File: src/core/setpoint_pkg.sv
// setpoint output control: shared constants, field widths and mode encodings
// assumes one system clock at 250 MHz and an acquisition stream delivered one word a cycle
package setpoint_pkg;

   // ======================================================================
   // sizes
   localparam int NUM_SP   = 16;
   localparam int CHAN_W   = 5;
   localparam int VAL_W    = 16;
   localparam int BYTE_W   = 8;
   localparam int SAMPLE_W = 32;

   // ======================================================================
   // modes and targets
   typedef enum logic [2:0] {
      CRIT_BELOW_A   = 3'h0,
      CRIT_ABOVE_A   = 3'h1,
      CRIT_INSIDE    = 3'h2,
      CRIT_OUTSIDE   = 3'h3,
      CRIT_EQUAL_A   = 3'h4,
      CRIT_HYSTERESIS = 3'h5
   } crit_e;

   typedef enum logic [1:0] {
      UPD_NONE       = 2'h0,
      UPD_TRUE_ONLY  = 2'h1,
      UPD_TRUE_FALSE = 2'h2
   } update_e;

   typedef enum logic [1:0] {
      TGT_NONE       = 2'h0,
      TGT_PORT_HIGH  = 2'h1,
      TGT_ANALOG_0   = 2'h2,
      TGT_ANALOG_1   = 2'h3
   } target_e;

   // ======================================================================
   // reset values
   localparam logic [VAL_W-1:0]  ANALOG_RESET   = 16'h0000;
   localparam logic [15:0]       PORT_RESET     = 16'h0000;
   localparam logic [NUM_SP-1:0] STATE_RESET    = 16'h0000;

   // ======================================================================
   // timing: latency allowances beyond one sample period
   localparam int CLK_PERIOD_PS    = 4000;
   localparam int PORT_XFER_MAX_PS = 250000;
   localparam int DAC_XFER_MAX_PS  = 1000000;
   // longest times round down
   localparam int PORT_XFER_CYC    = PORT_XFER_MAX_PS / CLK_PERIOD_PS;
   localparam int DAC_XFER_CYC     = DAC_XFER_MAX_PS / CLK_PERIOD_PS;
   // cycles from the applying tick to the output flip-flops
   localparam int APPLY_LAT_CYC    = 1;

endpackage : setpoint_pkg

File: src/core/setpoint_output_control.sv
// setpoint_output_control: sixteen setpoints watching the acquisition stream and
// driving the port upper byte and two analog outputs, plus the setpoint state word
// assumes acq_tick pulses once per sample period, and configuration is held static
// while acquisition runs
`timescale 1ns/1ps
// Operation
// - per setpoint byte and mask update port
// - per setpoint 16-bit value to analog outputs
// - hysteresis: inside window leaves output unchanged
// - hysteresis: above forces first, below second
// - true/false mode writes on both transitions
// - port upper byte within period plus 250ns
// - analog output within period plus 1us
// - evaluate samples; respond at next tick
// - counters compared only as latched samples
// - 16-bit state word, setpoint 0 LSB
// - state bit is 1 while criterion met
// - target none, port upper, analog 0/1
// - true-only mode writes on false only for hysteresis
// - most recently met setpoint wins
// - counter setpoints compare low 16 bits
module setpoint_output_control
   import setpoint_pkg::*;
(
   input  wire logic                       clk_sys,             // system clock
   input  wire logic                       reset,               // sync reset, high
   input  wire logic                       acq_run,             // acquisition running
   input  wire logic                       acq_tick,            // sample clock tick pulse
   input  wire logic                       sample_valid,        // stream word present
   input  wire logic [CHAN_W-1:0]          sample_chan,         // stream word channel
   input  wire logic [SAMPLE_W-1:0]        sample_data,         // latched stream word
   input  wire logic                       port_wr,             // host port write
   input  wire logic [15:0]                port_wdata,          // host port value
   input  wire logic [NUM_SP*CHAN_W-1:0]   sp_chan,             // watched channel each
   input  wire logic [NUM_SP*3-1:0]        sp_crit,             // criterion each
   input  wire logic [NUM_SP*2-1:0]        sp_update,           // update mode each
   input  wire logic [NUM_SP*VAL_W-1:0]    sp_limit_a,          // high limit each
   input  wire logic [NUM_SP*VAL_W-1:0]    sp_limit_b,          // low limit each
   input  wire logic [NUM_SP*2-1:0]        sp_tgt_true,         // target on true/above
   input  wire logic [NUM_SP*2-1:0]        sp_tgt_false,        // target on false/below
   input  wire logic [NUM_SP*VAL_W-1:0]    sp_val_true,         // value on true/above
   input  wire logic [NUM_SP*VAL_W-1:0]    sp_val_false,        // value on false/below
   input  wire logic [NUM_SP*BYTE_W-1:0]   sp_mask_true,        // byte mask on true
   input  wire logic [NUM_SP*BYTE_W-1:0]   sp_mask_false,       // byte mask on false
   output logic [15:0]                     port_out,            // digital output port
   output logic [VAL_W-1:0]                analog_out_zero,     // analog channel 0 code
   output logic [VAL_W-1:0]                analog_out_one,      // analog channel 1 code
   output logic                            analog_zero_load,    // channel 0 update pulse
   output logic                            analog_one_load,     // channel 1 update pulse
   output logic [NUM_SP-1:0]               setpoint_state_word  // state word, sp0 in LSB
);
   logic [NUM_SP-1:0] met;
   logic [NUM_SP-1:0] rise;
   logic [NUM_SP-1:0] fall;

   // ======================================================================
   // setpoint evaluators
   genvar gi;
   generate
      for (gi = 0; gi < NUM_SP; gi++) begin : g_sp
         setpoint_eval u_eval (
            .clk_sys      (clk_sys),
            .reset        (reset),
            .run          (acq_run),
            .sample_valid (sample_valid),
            .sample_chan  (sample_chan),
            .sample_low   (sample_data[VAL_W-1:0]),
            .cfg_chan     (sp_chan[gi*CHAN_W +: CHAN_W]),
            .cfg_crit     (crit_e'(sp_crit[gi*3 +: 3])),
            .limit_a      (sp_limit_a[gi*VAL_W +: VAL_W]),
            .limit_b      (sp_limit_b[gi*VAL_W +: VAL_W]),
            .met          (met[gi]),
            .rise         (rise[gi]),
            .fall         (fall[gi])
         );
      end
   endgenerate

   // ======================================================================
   // pending updates gathered between ticks
   logic [BYTE_W-1:0] pend_byte_reg, pend_byte_next;
   logic [BYTE_W-1:0] pend_mask_reg, pend_mask_next;
   logic [VAL_W-1:0]  pend_a0_reg,   pend_a0_next;
   logic [VAL_W-1:0]  pend_a1_reg,   pend_a1_next;
   logic              pend_a0v_reg,  pend_a0v_next;
   logic              pend_a1v_reg,  pend_a1v_next;

   logic [15:0]       port_reg,      port_next;
   logic [VAL_W-1:0]  a0_reg,        a0_next;
   logic [VAL_W-1:0]  a1_reg,        a1_next;
   logic              a0_load_reg,   a0_load_next;
   logic              a1_load_reg,   a1_load_next;
   logic [NUM_SP-1:0] state_reg,     state_next;

   // merged view: pending so far plus this cycle's detections; later wins
   logic [BYTE_W-1:0] mrg_byte;
   logic [BYTE_W-1:0] mrg_mask;
   logic [VAL_W-1:0]  mrg_a0;
   logic [VAL_W-1:0]  mrg_a1;
   logic              mrg_a0v;
   logic              mrg_a1v;

   always_comb begin
      logic              fire;
      target_e           tgt;
      logic [VAL_W-1:0]  val;
      logic [BYTE_W-1:0] msk;
      logic              hyst;
      update_e           mode;
      fire     = 1'b0;
      tgt      = TGT_NONE;
      val      = '0;
      msk      = '0;
      hyst     = 1'b0;
      mode     = UPD_NONE;
      mrg_byte = pend_byte_reg;
      mrg_mask = pend_mask_reg;
      mrg_a0   = pend_a0_reg;
      mrg_a1   = pend_a1_reg;
      mrg_a0v  = pend_a0v_reg;
      mrg_a1v  = pend_a1v_reg;
      // ascending index, so in one cycle the highest-numbered setpoint overwrites
      for (int i = 0; i < NUM_SP; i++) begin
         for (int s = 0; s < 2; s++) begin
            hyst = (crit_e'(sp_crit[i*3 +: 3]) == CRIT_HYSTERESIS);
            mode = update_e'(sp_update[i*2 +: 2]);
            if (s == 0) begin
               fire = rise[i] && (hyst || mode != UPD_NONE);
               tgt  = target_e'(sp_tgt_true[i*2 +: 2]);
               val  = sp_val_true[i*VAL_W +: VAL_W];
               msk  = sp_mask_true[i*BYTE_W +: BYTE_W];
            end else begin
               // false writes only in true/false or hysteresis
               fire = fall[i] && (hyst || mode == UPD_TRUE_FALSE);
               tgt  = target_e'(sp_tgt_false[i*2 +: 2]);
               val  = sp_val_false[i*VAL_W +: VAL_W];
               msk  = sp_mask_false[i*BYTE_W +: BYTE_W];
            end
            if (fire) begin
               unique case (tgt)
                  TGT_NONE: begin
                  end
                  TGT_PORT_HIGH: begin
                     mrg_byte = (mrg_byte & ~msk) | (val[BYTE_W-1:0] & msk);
                     mrg_mask = mrg_mask | msk;
                  end
                  TGT_ANALOG_0: begin
                     mrg_a0  = val;
                     mrg_a0v = 1'b1;
                  end
                  TGT_ANALOG_1: begin
                     mrg_a1  = val;
                     mrg_a1v = 1'b1;
                  end
               endcase
            end
         end
      end
   end

   // ======================================================================
   // apply at the acquisition tick
   always_comb begin
      pend_byte_next = mrg_byte;
      pend_mask_next = mrg_mask;
      pend_a0_next   = mrg_a0;
      pend_a1_next   = mrg_a1;
      pend_a0v_next  = mrg_a0v;
      pend_a1v_next  = mrg_a1v;
      port_next      = port_reg;
      a0_next        = a0_reg;
      a1_next        = a1_reg;
      a0_load_next   = 1'b0;
      a1_load_next   = 1'b0;
      state_next     = met;
      if (port_wr) begin
         port_next = port_wdata;
      end
      // one register stage after the tick, well inside allowance
      if (acq_tick) begin
         port_next[15:8] = (port_next[15:8] & ~mrg_mask) | (mrg_byte & mrg_mask);
         if (mrg_a0v) begin
            a0_next      = mrg_a0;
            a0_load_next = 1'b1;
         end
         if (mrg_a1v) begin
            a1_next      = mrg_a1;
            a1_load_next = 1'b1;
         end
         pend_mask_next = '0;
         pend_a0v_next  = 1'b0;
         pend_a1v_next  = 1'b0;
      end
      if (!acq_run) begin
         pend_mask_next = '0;
         pend_a0v_next  = 1'b0;
         pend_a1v_next  = 1'b0;
      end
   end

   always_ff @(posedge clk_sys) begin
      if (reset) begin
         pend_byte_reg <= '0;
         pend_mask_reg <= '0;
         pend_a0_reg   <= ANALOG_RESET;
         pend_a1_reg   <= ANALOG_RESET;
         pend_a0v_reg  <= 1'b0;
         pend_a1v_reg  <= 1'b0;
         port_reg      <= PORT_RESET;
         a0_reg        <= ANALOG_RESET;
         a1_reg        <= ANALOG_RESET;
         a0_load_reg   <= 1'b0;
         a1_load_reg   <= 1'b0;
         state_reg     <= STATE_RESET;
      end else begin
         pend_byte_reg <= pend_byte_next;
         pend_mask_reg <= pend_mask_next;
         pend_a0_reg   <= pend_a0_next;
         pend_a1_reg   <= pend_a1_next;
         pend_a0v_reg  <= pend_a0v_next;
         pend_a1v_reg  <= pend_a1v_next;
         port_reg      <= port_next;
         a0_reg        <= a0_next;
         a1_reg        <= a1_next;
         a0_load_reg   <= a0_load_next;
         a1_load_reg   <= a1_load_next;
         state_reg     <= state_next;
      end
   end

   assign port_out            = port_reg;
   assign analog_out_zero     = a0_reg;
   assign analog_out_one      = a1_reg;
   assign analog_zero_load    = a0_load_reg;
   assign analog_one_load     = a1_load_reg;
   assign setpoint_state_word = state_reg;

endmodule : setpoint_output_control

File: src/core/setpoint_eval.sv
// setpoint_eval: one setpoint criterion evaluated on latched stream samples
// assumes sample words are already latched at the sample tick by the acquisition path
`timescale 1ns/1ps
module setpoint_eval
   import setpoint_pkg::*;
(
   input  wire logic              clk_sys,       // system clock
   input  wire logic              reset,         // sync reset, high
   input  wire logic              run,           // acquisition running
   input  wire logic              sample_valid,  // stream word present
   input  wire logic [CHAN_W-1:0] sample_chan,   // channel of word
   input  wire logic [VAL_W-1:0]  sample_low,    // low 16 bits of word
   input  wire logic [CHAN_W-1:0] cfg_chan,      // watched channel
   input  wire crit_e             cfg_crit,      // criterion
   input  wire logic [VAL_W-1:0]  limit_a,       // high limit
   input  wire logic [VAL_W-1:0]  limit_b,       // low limit
   output logic                   met,           // criterion state
   output logic                   rise,          // became true / above window
   output logic                   fall           // became false / below window
);
   logic met_reg,    met_next;
   logic primed_reg, primed_next;
   logic rise_reg,   rise_next;
   logic fall_reg,   fall_next;

   // ======================================================================
   // next state
   always_comb begin
      logic hit;
      logic above;
      logic below;
      hit         = 1'b0;
      above       = (sample_low > limit_a);
      below       = (sample_low < limit_b);
      met_next    = met_reg;
      primed_next = primed_reg;
      rise_next   = 1'b0;
      fall_next   = 1'b0;
      unique case (cfg_crit)
         CRIT_BELOW_A:    hit = (sample_low < limit_a);
         CRIT_ABOVE_A:    hit = above;
         CRIT_INSIDE:     hit = (sample_low > limit_b) && (sample_low < limit_a);
         CRIT_OUTSIDE:    hit = below || above;
         CRIT_EQUAL_A:    hit = (sample_low == limit_a);
         CRIT_HYSTERESIS: hit = above;
         default:         hit = 1'b0;
      endcase
      if (!run) begin
         met_next    = 1'b0;
         primed_next = 1'b0;
      end else if (sample_valid && sample_chan == cfg_chan) begin
         if (cfg_crit == CRIT_HYSTERESIS) begin
            // an inside sample at start forces nothing, so only a side sample primes
            primed_next = above || below || primed_reg;
            if (above && (!met_reg || !primed_reg)) begin
               met_next  = 1'b1;
               rise_next = 1'b1;
            end else if (below && (met_reg || !primed_reg)) begin
               met_next  = 1'b0;
               fall_next = 1'b1;
            end
         end else if (hit != met_reg) begin
            met_next  = hit;
            rise_next = hit;
            fall_next = !hit;
         end
      end
   end

   always_ff @(posedge clk_sys) begin
      if (reset) begin
         met_reg    <= 1'b0;
         primed_reg <= 1'b0;
         rise_reg   <= 1'b0;
         fall_reg   <= 1'b0;
      end else begin
         met_reg    <= met_next;
         primed_reg <= primed_next;
         rise_reg   <= rise_next;
         fall_reg   <= fall_next;
      end
   end

   assign met  = met_reg;
   assign rise = rise_reg;
   assign fall = fall_reg;

endmodule : setpoint_eval

File: config.mk
export PLATFORM = sky130hd
export DESIGN_NAME = setpoint_output_control
export DESIGN_NICKNAME = d
export VERILOG_FILES = /design/src/core/setpoint_pkg.sv /design/src/core/setpoint_output_control.sv /design/src/core/setpoint_eval.sv
export SDC_FILE = /design/constraint.sdc
export NUM_CORES = 2
export LEC_CHECK = 0
export ABC_CLOCK_PERIOD_IN_PS = 5400
export BUFFER_PORTS_ARGS = -buffer_cell sky130_fd_sc_hd__buf_2
export CAP_MARGIN = 0
export CORE_AREA = 2 2 641 643
export DETAILED_ROUTE_END_ITERATION = 8
export DIE_AREA = 0 0 643 645
export HOLD_SLACK_MARGIN = 0.15
export PLACE_DENSITY = 0.3
export RECOVER_POWER = 100
export SYNTH_ARGS = -nofsm -noshare
export SYNTH_HDL_FRONTEND = slang
export SYNTH_SLANG_ARGS = --single-unit
File: constraint.sdc
create_clock -name clk_sys -period 5.4 [get_ports clk_sys]
set_input_delay 0.27 -clock clk_sys [delete_from_list [all_inputs] [get_ports clk_sys]]
set_output_delay 0.27 -clock clk_sys [all_outputs]
set_load 0.02 [all_outputs]
==> results.sh <==
export IMPL_post_cts_setup_buffers=0
export IMPL_required_ns=5.87
export IMPL_cts_tree="yes"
export IMPL_antenna_found_initial=507
export IMPL_critPathArrivalTime_ns=5.66
export IMPL_ys_seq_elements=180
export IMPL_async_reset_ff_frac=0
export IMPL_yosysMostFrequentCell="inv_1"
export IMPL_switching_share=0.466
export IMPL_clock_fmax_mhz=193
export IMPL_antenna_left=0
export IMPL_syn_area_sq_um=39500
export IMPL_synth_area_leaders="ha_1 17%, dfxtp_1 9.1%, inv_1 6.1%"
export IMPL_grt_usage=0.241
export IMPL_r2r_end="pend_a0_reg[10]"
export IMPL_die_area_sq_um=415000
export IMPL_p_switching_mw=2.84
export IMPL_cp_endpoint="pend_byte_reg[5]"
export IMPL_end_kind="register"
export IMPL_clock_skew_ns=0.0648
export IMPL_port_buffers=1612
export IMPL_violations="max-capacitance violations, max-slew violations"
export IMPL_grt_setup_unrepaired="no"
export IMPL_rows=235
export IMPL_syn_nets=7915
export IMPL_syn_to_final_growth_pct=48.0
export IMPL_p_comb_frac=0.488
export IMPL_fin_tns_setup_ns=0
export IMPL_outcome="complete, but fails checks"
export IMPL_yosysSeqAreaShare=0.0911
export IMPL_cts_root_buf="clkbuf_16"
export IMPL_ys_types=84
export IMPL_synth_top_cell_area_share=0.172
export IMPL_grt_ovfl_total=0
export IMPL_drive_gt1_frac=0.267
export IMPL_period_minus_slack_ns=5.19
export IMPL_hold_class="in -> reg"
export IMPL_numCtsBuffers=21
export IMPL_grt_pass1_vias=57100
export IMPL_timing_final_crit_share=0.961
export IMPL_drt_initial_drc_count=7605
export IMPL_stdcell_count=13300
export IMPL_power_total_mw=6.10
export IMPL_reg2reg_slack_ns=0.28
export IMPL_synthTopCellsByCount="640 x inv_1, 545 x nand2_1, 544 x ha_1, 469 x nor2_1, 319 x a21oi_1"
export IMPL_intPower_mw=3.25
export IMPL_synth_top_cell_by_area="ha_1"
export IMPL_p_clk_frac=0.292
export IMPL_power_frac_seq=0.221
export IMPL_drv_slew=47
export IMPL_synth_avg_cell_area_sq_um=6.81
export IMPL_cts_max_path_buffers=3
export IMPL_ys_warn_count=0
export IMPL_drtPass1Iterations=8
export IMPL_wl_per_cell_um=39.4
export IMPL_max_vdd_ir_drop_mv=0.165
export IMPL_r2r_start="g_sp[4].u_eval.rise"
export IMPL_worst_pin_slew_ns=2.46
export IMPL_pin_count=1629
export IMPL_max_cap_viol_count=5
export IMPL_hold_viol=0
export IMPL_core_sq_um=408000
export IMPL_grt_pass1_wl_um=649000
export IMPL_cts_sinks=180
export IMPL_power_density_nw_per_um2=104
export IMPL_crit_start="sp_crit[5]"
export IMPL_clk_pin_slew_worst_paths_ns=0.12
export IMPL_remaining_drc_errors=0
export IMPL_max_slew_margin=-0.645
export IMPL_htreeDepth=4
export IMPL_setup_viol=0
export IMPL_via_per_inst=4.57
export IMPL_synthFlopType="dfxtp_1"
export IMPL_cp_start_kind="primary input"
export IMPL_grt_max_degree=84
export IMPL_nNetsFinal=9715
export IMPL_crit_fanout=16
export IMPL_r2r_worst_path_cells=12
export IMPL_synth_cells=5808
export IMPL_fillers=48200
export IMPL_dp_hpwl_um=471000
export IMPL_synth_edff_count=0
export IMPL_gp_congestion=1.02
export IMPL_wl_um=524000
export IMPL_die_x_um=643
export IMPL_clkLatencyLatePin_ns=0.64
export IMPL_dieHeight_um=645
export IMPL_critical_path_class="in -> reg"
export IMPL_start_util=0.0969
export IMPL_p_leak_nw=26.4
export IMPL_routed_via_count=60900
export IMPL_place_inst=13000
-- worst min path at each step --
stage                       startpoint                        end  slack, ns  cells after the start
global placement     analog_out_one[9]          analog_out_one[9]       0.45                      2
detailed placement  analog_out_one[14]         analog_out_one[14]       0.45                      2
floorplan                port_wdata[0]                port_out[0]       0.42                      2
global route                   acq_run  g_sp[0].u_eval.primed_reg       0.19                      3
CTS                        sp_crit[23]         g_sp[7].u_eval.met       0.15                      5
finish                      sp_crit[2]        g_sp[0].u_eval.rise       0.19                      5
-- power groups by stage --
| stage | combinational [mW] | sequential, mW | clock [mW] |
|---|---|---|---|
| after CTS | 2.99 | 1.35 | 1.87 |
| after detailed placement | 2.95 | 1.38 | 0 |
| final | 2.97 | 1.35 | 1.78 |
| after global routing | 3.21 | 1.35 | 1.88 |
| after global placement | 2.96 | 1.38 | 0 |
| after floorplan | 1.05 | 1.38 | 0 |
-- logic make-up (layout without fill, tap and decap cells) --
| family | Yosys count | after routing | synth area share |
|---|---|---|---|
| AOI/OAI and AO/OA | 1973 | 1973 | 0.361 |
| xor gates and xnor gates | 80 | 80 | 0.0177 |
| adders and majority gates | 544 | 544 | 0.172 |
| buffers and inverters | 920 | 2729 | 0.0881 |
| DFF | 180 | 180 | 0.0911 |
| muxes | 46 | 46 | 0.0117 |
| other | 0 | 245 | 0 |
| and+or+nand+nor | 2065 | 2065 | 0.258 |
-- worst max-delay path, stage by stage --
cell	delay [ns]
dlygate4sd3_1	0.63
clkbuf_1	0.19
nand3b_1	0.28
clkbuf_1	0.44
a2111oi_0	0.19
buf_4	0.29
a22o_1	0.41
a311oi_1	0.35
a211oi_1	0.28
o41ai_2	1.15
nand3_1	0.45
a31oi_1	0.36
a21oi_1	0.12
clkbuf_1	0.21
-- metrics by stage --
stage | util | setup WS [ns] | area (sq um) | hold WS, ns
floorplan | - | 1.40 | 39500 | 0.418
global placement | 0.140 | 0.883 | 57000 | 0.447
detailed placement | 0.140 | 0.846 | 57000 | 0.447
CTS | 0.143 | 0.463 | 58200 | 0.151
global route | 0.143 | 0.172 | 58200 | 0.188
finish | 0.143 | 0.209 | 58500 | 0.193
-- metal layers --
metal  vias up  track usage  wire length [um]
li1      26100            -                 -
met1     29600        0.286            205000
met2      4037        0.381            231000
met3       993        0.101             61800
met4       200       0.0996             25200
met5         -            0              1340
-- repair_timing --
action                     CTS  global route
resized for setup            0             0
hold endpoints to repair    41             0
setup endpoints to repair    0             0
hold buffers                53             0
-- cell type report --
| type | count | area [sq um] | share of cell area |
|---|---|---|---|
| multi-input cells | 4708 | 32900 | 0.562 |
| repair buffers | 2057 | 11600 | 0.197 |
| well taps | 5451 | 6820 | 0.117 |
| flip-flops and latches | 180 | 3600 | 0.0616 |
| inverters | 640 | 2400 | 0.0410 |
| diodes | 245 | 613 | 0.0105 |
| clock buffers | 25 | 561 | 0.00958 |
| clock inverters | 7 | 101 | 0.00173 |
-- cells in the final DEF (no fill, tap or decap), drive strengths merged, types with 87 or more instances in the layout --
cell     netlist  final
a211oi       100    100
a22oi         90     90
dfxtp        180    180
diode          0    245
a221oi        97     97
o21ai        270    270
nand4        176    176
a21o         109    109
nor4          90     90
clkbuf       248    141
buf           32   1888
nor3         121    121
nor2         469    469
ha           544    544
o211ai       115    115
o22ai         87     87
inv          640    642
nand2        545    545
a21oi        320    320
nand3        241    241
o2111ai      111    111
(Power assumes the default switching activity.)
